### src/include/atc_pkg.sv
// Shared constants and types for the converter trigger and transfer control block.
// Assumes a single 10 MHz clock shared by the device end and the host end.
package atc_pkg;

    // ************************************************************
    // Timing
    // ************************************************************
    localparam int CLK_PERIOD_NS = 100;

    // A least time rounds up to whole cycles and never comes to less than one.
    function automatic int atc_us_to_cycles(input int us);
        int c;
        c = (us * 1000 + CLK_PERIOD_NS - 1) / CLK_PERIOD_NS;
        return (c < 1) ? 1 : c;
    endfunction : atc_us_to_cycles

    localparam int GAIN_SETTLE_X1_US  = 23;
    localparam int GAIN_SETTLE_X2_US  = 23;
    localparam int GAIN_SETTLE_X4_US  = 25;
    localparam int GAIN_SETTLE_X8_US  = 28;
    localparam int MUX_SETTLE_R0_US   = 3;
    localparam int MUX_SETTLE_R1_US   = 5;
    localparam int MUX_SETTLE_R2_US   = 10;
    localparam int MUX_SETTLE_R3_US   = 100;
    localparam int GAIN_SETTLE_X1_CYC = atc_us_to_cycles(GAIN_SETTLE_X1_US);
    localparam int GAIN_SETTLE_X2_CYC = atc_us_to_cycles(GAIN_SETTLE_X2_US);
    localparam int GAIN_SETTLE_X4_CYC = atc_us_to_cycles(GAIN_SETTLE_X4_US);
    localparam int GAIN_SETTLE_X8_CYC = atc_us_to_cycles(GAIN_SETTLE_X8_US);
    localparam int MUX_SETTLE_R0_CYC  = atc_us_to_cycles(MUX_SETTLE_R0_US);
    localparam int MUX_SETTLE_R1_CYC  = atc_us_to_cycles(MUX_SETTLE_R1_US);
    localparam int MUX_SETTLE_R2_CYC  = atc_us_to_cycles(MUX_SETTLE_R2_US);
    localparam int MUX_SETTLE_R3_CYC  = atc_us_to_cycles(MUX_SETTLE_R3_US);
    localparam int DETECT_CYC_DEFAULT = 2000;

    // ************************************************************
    // Device port map
    // ************************************************************
    localparam logic [3:0] OFS_DATA_LO = 4'h4;
    localparam logic [3:0] OFS_DATA_HI = 4'h5;
    localparam logic [3:0] OFS_READY   = 4'h8;
    localparam logic [3:0] OFS_GAIN    = 4'h9;
    localparam logic [3:0] OFS_CHAN    = 4'ha;
    localparam logic [3:0] OFS_MODE    = 4'hb;
    localparam logic [3:0] OFS_SWTRIG  = 4'hc;
    localparam int         READY_BIT   = 4;

    localparam logic [2:0] MODE_OFF       = 3'h0;
    localparam logic [2:0] MODE_SW_POLL   = 3'h1;
    localparam logic [2:0] MODE_PACER_DMA = 3'h2;
    localparam logic [2:0] MODE_PACER_IRQ = 3'h6;

    localparam logic [1:0] GAIN_RESET    = 2'h0;
    localparam logic [3:0] CHAN_RESET    = 4'h0;
    localparam logic [2:0] MODE_RESET    = 3'h0;
    localparam logic       NOT_RDY_RESET = 1'b1;
    localparam logic [1:0] DMA_PULSES    = 2'h3;

    typedef struct packed {
        logic sw;
        logic pacer;
        logic ext;
        logic poll;
        logic irq;
        logic dma;
    } atc_paths_t;

    // Undefined codes enable nothing; external source never offers software start.
    function automatic atc_paths_t atc_decode(input logic [2:0] mode, input logic ext_sel);
        atc_paths_t p;
        p = '0;
        case (mode)
            MODE_SW_POLL: begin
                p.sw   = !ext_sel;
                p.poll = !ext_sel;
            end
            MODE_PACER_DMA: begin
                p.pacer = !ext_sel;
                p.ext   = ext_sel;
                p.dma   = 1'b1;
            end
            MODE_PACER_IRQ: begin
                p.pacer = !ext_sel;
                p.ext   = ext_sel;
                p.poll  = 1'b1;
                p.irq   = 1'b1;
            end
            default: p = '0;
        endcase
        return p;
    endfunction : atc_decode

    // ************************************************************
    // Host command registers
    // ************************************************************
    localparam logic [7:0] WB_CMD   = 8'h00;
    localparam logic [7:0] WB_STAT  = 8'h04;
    localparam logic [7:0] WB_INT   = 8'h08;
    localparam logic [7:0] WB_MASK  = 8'h0c;
    localparam int CMD_ADDR_LSB     = 0;
    localparam int CMD_DATA_LSB     = 8;
    localparam int CMD_WRITE_BIT    = 16;
    localparam int CMD_DETECT_BIT   = 17;
    localparam int CMD_RES_LSB      = 18;
    localparam int STAT_BUSY_BIT    = 0;
    localparam int STAT_RDATA_LSB   = 8;
    localparam int INT_DONE         = 0;
    localparam int INT_DEVIRQ       = 1;
    localparam int INT_DETFAIL      = 2;
    localparam int INT_DETOK        = 3;
    localparam int INT_W            = 4;

endpackage : atc_pkg

### src/include/atc_io_if.sv
// I/O port cycle carrier between the host end and the device end.
// Assumes both ends run on the same clock; strobes are one cycle per access.
`timescale 1ns/1ps
`default_nettype none
interface atc_io_if;
    logic [3:0] addr;
    logic [7:0] wdata;
    logic       wr;
    logic       rd;
    logic [7:0] rdata;
    logic       irq;
    logic       dma_req;

    modport device (input addr, input wdata, input wr, input rd,
                    output rdata, output irq, output dma_req);
    modport host   (output addr, output wdata, output wr, output rd,
                    input rdata, input irq, input dma_req);
endinterface : atc_io_if
`default_nettype wire

### src/rtl/atc_host.sv
// Host end: takes commands over a classic Wishbone slave and runs I/O port
// cycles on the device, with settling waits and board detection.
// Assumes a single clock and a synchronous active-high reset.
//
// Design decision made here: the Wishbone register port.
`timescale 1ns/1ps
`default_nettype none
module atc_host #(
    parameter int DETECT_CYCLES = atc_pkg::DETECT_CYC_DEFAULT
) (
    input  wire logic        clk_i,
    input  wire logic        rst_i,
    input  wire logic        ce_i,
    input  wire logic        wb_cyc_i,
    input  wire logic        wb_stb_i,
    input  wire logic        wb_we_i,
    input  wire logic [7:0]  wb_adr_i,
    input  wire logic [3:0]  wb_sel_i,
    input  wire logic [31:0] wb_dat_i,
    output var  logic [31:0] wb_dat_o,
    output var  logic        wb_ack_o,
    output var  logic        irq_o,
    atc_io_if.host           io
);

    if (DETECT_CYCLES < 1 || DETECT_CYCLES > 65535) begin : g_bad_timeout
        $error("DETECT_CYCLES must lie in 1..65535");
    end

    typedef enum logic [3:0] {
        H_IDLE, H_WR, H_RD, H_RDCAP, H_SETTLE, H_DMODE, H_DGAP, H_DTRIG, H_DRD, H_DWAIT, H_DCHK
    } atc_hst_st_t;

    typedef struct packed {
        logic                     ack;
        logic [31:0]              dat;
        atc_hst_st_t              st;
        logic [1:0]               res;
        logic [7:0]               rd_data;
        logic [15:0]              cnt;
        logic [atc_pkg::INT_W-1:0] int_st;
        logic [atc_pkg::INT_W-1:0] mask;
        logic                     irq;
        logic                     wr;
        logic                     rd;
        logic [3:0]               addr;
        logic [7:0]               wdata;
        logic                     irq_prev;
    } atc_hst_state_t;

    atc_hst_state_t s;
    atc_hst_state_t next_s;
    logic           wb_req;
    logic           wb_wr;
    logic [31:0]    cmd;

    function automatic logic [15:0] settle_cycles(input logic [3:0] a, input logic [7:0] d,
                                                  input logic [1:0] r);
        logic [15:0] c;
        c = 16'h0000;
        if (a == atc_pkg::OFS_GAIN) begin
            case (d[1:0])
                2'h0:    c = 16'(atc_pkg::GAIN_SETTLE_X1_CYC);
                2'h1:    c = 16'(atc_pkg::GAIN_SETTLE_X2_CYC);
                2'h2:    c = 16'(atc_pkg::GAIN_SETTLE_X4_CYC);
                default: c = 16'(atc_pkg::GAIN_SETTLE_X8_CYC);
            endcase
        end else if (a == atc_pkg::OFS_CHAN) begin
            case (r)
                2'h0:    c = 16'(atc_pkg::MUX_SETTLE_R0_CYC);
                2'h1:    c = 16'(atc_pkg::MUX_SETTLE_R1_CYC);
                2'h2:    c = 16'(atc_pkg::MUX_SETTLE_R2_CYC);
                default: c = 16'(atc_pkg::MUX_SETTLE_R3_CYC);
            endcase
        end
        return c;
    endfunction : settle_cycles

    // ************************************************************
    // Next state
    // ************************************************************
    always_comb begin
        next_s = s;
        cmd    = wb_dat_i;
        wb_req = wb_cyc_i && wb_stb_i;
        wb_wr  = wb_req && s.ack && wb_we_i && (wb_sel_i == 4'hf);
        next_s.ack = wb_req && !s.ack;
        next_s.wr  = 1'b0;
        next_s.rd  = 1'b0;
        next_s.irq_prev = io.irq;
        if (wb_req && !s.ack) begin
            case (wb_adr_i)
                atc_pkg::WB_STAT: next_s.dat = {16'h0000, s.rd_data, 7'h00, s.st != H_IDLE};
                atc_pkg::WB_INT:  next_s.dat = {28'h0000000, s.int_st};
                atc_pkg::WB_MASK: next_s.dat = {28'h0000000, s.mask};
                default:          next_s.dat = 32'h00000000;
            endcase
        end
        if (wb_wr && wb_adr_i == atc_pkg::WB_INT) begin
            next_s.int_st = s.int_st & ~wb_dat_i[atc_pkg::INT_W-1:0];
        end
        if (wb_wr && wb_adr_i == atc_pkg::WB_MASK) begin
            next_s.mask = wb_dat_i[atc_pkg::INT_W-1:0];
        end
        if (io.irq && !s.irq_prev) begin
            next_s.int_st[atc_pkg::INT_DEVIRQ] = 1'b1;
        end
        if (s.cnt != 16'h0000) begin
            next_s.cnt = s.cnt - 16'h0001;
        end

        case (s.st)
            H_IDLE: begin
                if (wb_wr && wb_adr_i == atc_pkg::WB_CMD) begin
                    next_s.addr  = cmd[atc_pkg::CMD_ADDR_LSB +: 4];
                    next_s.wdata = cmd[atc_pkg::CMD_DATA_LSB +: 8];
                    next_s.res   = cmd[atc_pkg::CMD_RES_LSB +: 2];
                    if (cmd[atc_pkg::CMD_DETECT_BIT]) begin
                        next_s.st = H_DMODE;
                    end else if (cmd[atc_pkg::CMD_WRITE_BIT]) begin
                        next_s.wr = 1'b1;
                        next_s.st = H_WR;
                    end else begin
                        next_s.rd = 1'b1;
                        next_s.st = H_RD;
                    end
                end
            end
            H_WR: begin
                next_s.cnt = settle_cycles(s.addr, s.wdata, s.res);
                if (settle_cycles(s.addr, s.wdata, s.res) == 16'h0000) begin
                    next_s.st = H_IDLE;
                    next_s.int_st[atc_pkg::INT_DONE] = 1'b1;
                end else begin
                    next_s.st = H_SETTLE;
                end
            end
            H_SETTLE: begin
                if (s.cnt == 16'h0001) begin
                    next_s.st = H_IDLE;
                    next_s.int_st[atc_pkg::INT_DONE] = 1'b1;
                end
            end
            H_RD: begin
                next_s.st = H_RDCAP;
            end
            H_RDCAP: begin
                next_s.rd_data = io.rdata;
                next_s.st      = H_IDLE;
                next_s.int_st[atc_pkg::INT_DONE] = 1'b1;
            end
            H_DMODE: begin
                next_s.wr    = 1'b1;
                next_s.addr  = atc_pkg::OFS_MODE;
                next_s.wdata = {5'h00, atc_pkg::MODE_SW_POLL};
                next_s.st    = H_DGAP;
            end
            // One idle cycle keeps the two writes apart as separate strobes.
            H_DGAP: begin
                next_s.st = H_DTRIG;
            end
            H_DTRIG: begin
                next_s.wr    = 1'b1;
                next_s.addr  = atc_pkg::OFS_SWTRIG;
                next_s.cnt   = 16'(DETECT_CYCLES);
                next_s.st    = H_DRD;
            end
            H_DRD: begin
                next_s.rd   = 1'b1;
                next_s.addr = atc_pkg::OFS_READY;
                next_s.st   = H_DWAIT;
            end
            H_DWAIT: begin
                next_s.st = H_DCHK;
            end
            H_DCHK: begin
                next_s.rd_data = io.rdata;
                if (!io.rdata[atc_pkg::READY_BIT]) begin
                    next_s.st = H_IDLE;
                    next_s.int_st[atc_pkg::INT_DETOK]  = 1'b1;
                    next_s.int_st[atc_pkg::INT_DONE]   = 1'b1;
                end else if (s.cnt == 16'h0000) begin
                    next_s.st = H_IDLE;
                    next_s.int_st[atc_pkg::INT_DETFAIL] = 1'b1;
                    next_s.int_st[atc_pkg::INT_DONE]    = 1'b1;
                end else begin
                    next_s.st = H_DRD;
                end
            end
            default: next_s.st = H_IDLE;
        endcase
        next_s.irq = |(next_s.int_st & next_s.mask);
    end

    always_ff @(posedge clk_i) begin
        if (rst_i) begin
            s    <= '0;
            s.st <= H_IDLE;
        end else if (ce_i) begin
            s <= next_s;
        end
    end

    assign wb_ack_o = s.ack;
    assign wb_dat_o = s.dat;
    assign irq_o    = s.irq;
    assign io.wr    = s.wr;
    assign io.rd    = s.rd;
    assign io.addr  = s.addr;
    assign io.wdata = s.wdata;

endmodule : atc_host
`default_nettype wire

### src/flat_wrapper.sv
// flat-port wrapper written by rule: the top's interface ports become plain ports
module atc_host_flat 
#(
    parameter int DETECT_CYCLES = atc_pkg::DETECT_CYC_DEFAULT
)
  (clk_i, rst_i, ce_i, wb_cyc_i, wb_stb_i, wb_we_i, wb_adr_i, wb_sel_i, wb_dat_i, wb_dat_o, wb_ack_o, irq_o, io_addr, io_wdata, io_wr, io_rd, io_rdata, io_irq, io_dma_req);
  atc_io_if io_i ();
  input  wire logic clk_i;
  input  wire logic rst_i;
  input  wire logic ce_i;
  input  wire logic wb_cyc_i;
  input  wire logic wb_stb_i;
  input  wire logic wb_we_i;
  input  wire logic [7:0] wb_adr_i;
  input  wire logic [3:0] wb_sel_i;
  input  wire logic [31:0] wb_dat_i;
  output var  logic [31:0] wb_dat_o;
  output var  logic wb_ack_o;
  output var  logic irq_o;
  output wire logic [$bits(io_i.addr)-1:0] io_addr;
  output wire logic [$bits(io_i.wdata)-1:0] io_wdata;
  output wire logic [$bits(io_i.wr)-1:0] io_wr;
  output wire logic [$bits(io_i.rd)-1:0] io_rd;
  input wire logic [$bits(io_i.rdata)-1:0] io_rdata;
  input wire logic [$bits(io_i.irq)-1:0] io_irq;
  input wire logic [$bits(io_i.dma_req)-1:0] io_dma_req;
  assign io_addr = io_i.addr;
  assign io_wdata = io_i.wdata;
  assign io_wr = io_i.wr;
  assign io_rd = io_i.rd;
  assign io_i.rdata = io_rdata;
  assign io_i.irq = io_irq;
  assign io_i.dma_req = io_dma_req;
  atc_host #(.DETECT_CYCLES(DETECT_CYCLES)) u_core (.clk_i(clk_i), .rst_i(rst_i), .ce_i(ce_i), .wb_cyc_i(wb_cyc_i), .wb_stb_i(wb_stb_i), .wb_we_i(wb_we_i), .wb_adr_i(wb_adr_i), .wb_sel_i(wb_sel_i), .wb_dat_i(wb_dat_i), .wb_dat_o(wb_dat_o), .wb_ack_o(wb_ack_o), .irq_o(irq_o), .io(io_i));
endmodule
### config.mk
export PLATFORM = sky130hd
export DESIGN_NAME = atc_host_flat
export DESIGN_NICKNAME = d
export VERILOG_FILES = /design/src/include/atc_pkg.sv /design/src/include/atc_io_if.sv /design/src/rtl/atc_host.sv /design/src/flat_wrapper.sv
export SDC_FILE = /design/constraint.sdc
export NUM_CORES = 1
export LEC_CHECK = 0
export BUFFER_PORTS_ARGS = -buffer_cell sky130_fd_sc_hd__buf_2
export CORE_MARGIN = 2
export CORE_UTILIZATION = 45
export DETAILED_ROUTE_END_ITERATION = 8
export GPL_ROUTABILITY_DRIVEN = 0
export GPL_TIMING_DRIVEN = 0
export PLACE_DENSITY = 0.7
export RECOVER_POWER = 100
export SYNTH_ARGS = -nofsm -noshare
export SYNTH_HDL_FRONTEND = slang
export SYNTH_SLANG_ARGS = --single-unit
### constraint.sdc
create_clock -name clk_i -period 2.86 [get_ports clk_i]
set_input_delay 0.286 -clock clk_i [delete_from_list [all_inputs] [get_ports clk_i]]
set_output_delay 0.286 -clock clk_i [all_outputs]
set_load 0.02 [all_outputs]
==> run metrics <==
post-synthesis average cell area 7.99 um2; DRT iter0 DRCs 263; critical path cell sequence and4_1, nand4_1, nor3_1, o21ai_1, a211oi_1, nor3_1; post-synth cell types 65; Total Routing Usage GR 21.9%; buffer count from post-CTS setup fixing 0; Mapped Area just over 4000 um2; Peak VDD IR 0.279 mV; Die Y 98.9 um; Leakage 0.00186 uW; vias per cell 5.48; TritonCTS clock tree built; clk buf depth 2; Power, Total 2950 uW; core area slightly below 9000 um2; worst path required time roughly 3100 ps; Seq/Total Area, Yosys 33.1%; via count 3,948; Most used DFF post-synth dfxtp_1; EDFF count, synth 0; DRC violations left 0; first-pass GRT wire length 17,400 um; TritonCTS buffer count 9; ANT cells 0; vias in the first global route 3,659; H-tree levels 3; Slowest Stage Delay on Critical Path 660 ps; Fill cells 874; CTS Hold Bufs 0; number of max-cap violations 0; minimum clock period 2440 ps; Routed Antenna Nets 0; Root Buffer clkbuf_8; largest net degree at the start of global routing 13; RSZ-0062 raised after global routing no; num rows 34; clock latency at the later pin of the worst-skew pair roughly 350 ps; skew final just under 9 ps; fin crit share a little under nine tenths; Async SR Flop Fraction 0%; Setup CP Type reg -> reg; Rel. slew slack 3.23%; WL final 10,800 um; crit path DAT between 2000 and 3000 ps; HP Class in -> reg; startpoint class of the critical path register; Slowest cell on crit path nor3_1; Initial Utilization around 46%; setup_tns 0 ps; post-CTS sizing 0; Synth Instances 507; reg-to-reg slack, setup approximately 420 ps; Synth Register Bits 67; Reg clk slew, reported paths 80 ps; initial antenna violation count 0; die area 9780 um2; layout cells sized above 1 about a fifth; status completed; TritonRoute pass-1 iters 5; Final HPWL DP between 8000 and 9000 um; Final Hold Fails 0; Worst-Margin Slew 1440 ps; crit end category register; CP most frequent cell nor3_1; IO Pins 108; Final Setup Violations 0; Synth warnings 0; Die W 98.9 um; fin nets 674; Pins Over Slew Limit 0; synthesis-to-layout area growth 16.0%; GRT overflow 0; max frequency 0.409 GHz; Crit Path Max Fanout 8; Clock Sinks 67; WL/cell 15.0 um; I/O Buffers 70; PD cells 627 nW/um2
-- worst max-delay path: cells and delay by family, from the launching register on --
kind	cells	cell delay, ps
AO/OA/AOI/OAI	2	660
AND/OR/NAND/NOR	4	1270
flip-flops	1	380
-- cell usage after synthesis (7+ instances only) --
library cell  count  area share, %
nand2_1          47            4.4
dfxtp_1          67             33
mux2i_1          17            4.2
clkbuf_1         13            1.2
buf_4            48            8.9
nor2_1           63            5.8
a21oi_1          30            3.7
a22oi_1          12            2.2
nand3_1          25            3.1
o21ai_0          22            2.7
a211oi_1         12            2.2
nor3_1           19            2.3
ha_1              7            2.2
inv_1            14            1.3
-- cell type report --
type / instances / area, um2 / share of cell area (%)
tap: 108 / 135 / 2.88
sequential: 67 / 1340 / 28.5
multi-input combinational: 375 / 2240 / 47.7
buffer: 70 / 444 / 9.45
inverter: 14 / 52.6 / 1.12
clock buffer: 9 / 124 / 2.64
timing repair buffer: 70 / 314 / 6.68
clock inverter: 7 / 45.0 / 0.959
-- layout by cell type (no fill, tap or decap), types with 4 or more instances in the layout --
cell       n
a211oi_1  12
a21boi_0   4
a21oi_1   30
a22oi_1   12
and4_1     6
buf_2     43
buf_4     47
clkbuf_1  47
clkbuf_8   9
clkinv_2   4
conb_1    20
dfxtp_1   67
ha_1       7
inv_1     14
mux2i_1   17
nand2_1   47
nand2b_1   4
nand3_1   25
nand4_1    6
nor2_1    63
nor2b_1    6
nor3_1    21
nor4_1     4
o21ai_0   22
xnor2_1    4
xor2_1     5
-- through the flow --
stage          std cells  cell area (um2)  util (%)  hold WS (ps)  setup WS [ps]
4_1_cts              720             4780      54.8           158            492
5_1_grt              720             4700      53.9           177            151
2_1_floorplan        526             4120         -           432            856
3_3_place_gp         704             4610      52.8           439            569
6_report             720             4700      53.9           171            417
3_5_place_dp         704             4610      52.8           448            508
-- power breakdown --
part           total (uW)  internal (uW)  leakage [uW]  switching, uW
Combinational        1060            453       0.00123            610
Clock                 698            311     0.0000887            387
Sequential           1180           1040      0.000543            145
Total                2950           1800       0.00186           1140
-- kinds of logic (layout without fill, tap and decap cells) --
| kind of cell | Yosys count | in the layout | synth area share, % |
|---|---|---|---|
| adders and majority gates | 7 | 7 | 2.16 |
| DFF | 67 | 67 | 33.1 |
| muxes | 17 | 17 | 4.20 |
| AOI/OAI and AO/OA | 114 | 114 | 19.0 |
| xor gates and xnor gates | 9 | 9 | 1.95 |
| buffers and inverters | 84 | 170 | 12.4 |
| other | 1 | 20 | 0.0926 |
| and+or+nand+nor | 208 | 208 | 27.1 |
-- flip-flops by register name (all words and copies together) (netlist names) --
name / count
u_core.io.addr: 4
u_core.io.rd: 1
u_core.io.wdata: 8
u_core.io.wr: 1
u_core.irq_o: 1
u_core.s: 39
u_core.wb_ack_o: 1
u_core.wb_dat_o: 12
-- layer usage --
layer  global-route usage, %  vias up  share of wire, %
met3                    2.98       22               5.5
met4                    8.32        0               2.2
met2                    37.0      152                48
met1                    28.4     1833                45
met5                       0        -                 0
li1                        -     1941                 -
-- final timing paths --
path	end	from	cells after the start
worst max-delay path	u_core.io.wdata[0]	u_core.wb_ack_o	6
worst min-delay path	u_core.s[42]	io_rdata[2]	3
worst max register to register	u_core.io.wdata[0]	u_core.wb_ack_o	6
worst min register to register	u_core.io.wdata[7]	u_core.io.wdata[7]	2
No activity file was read; power rests on OpenSTA's default activity.
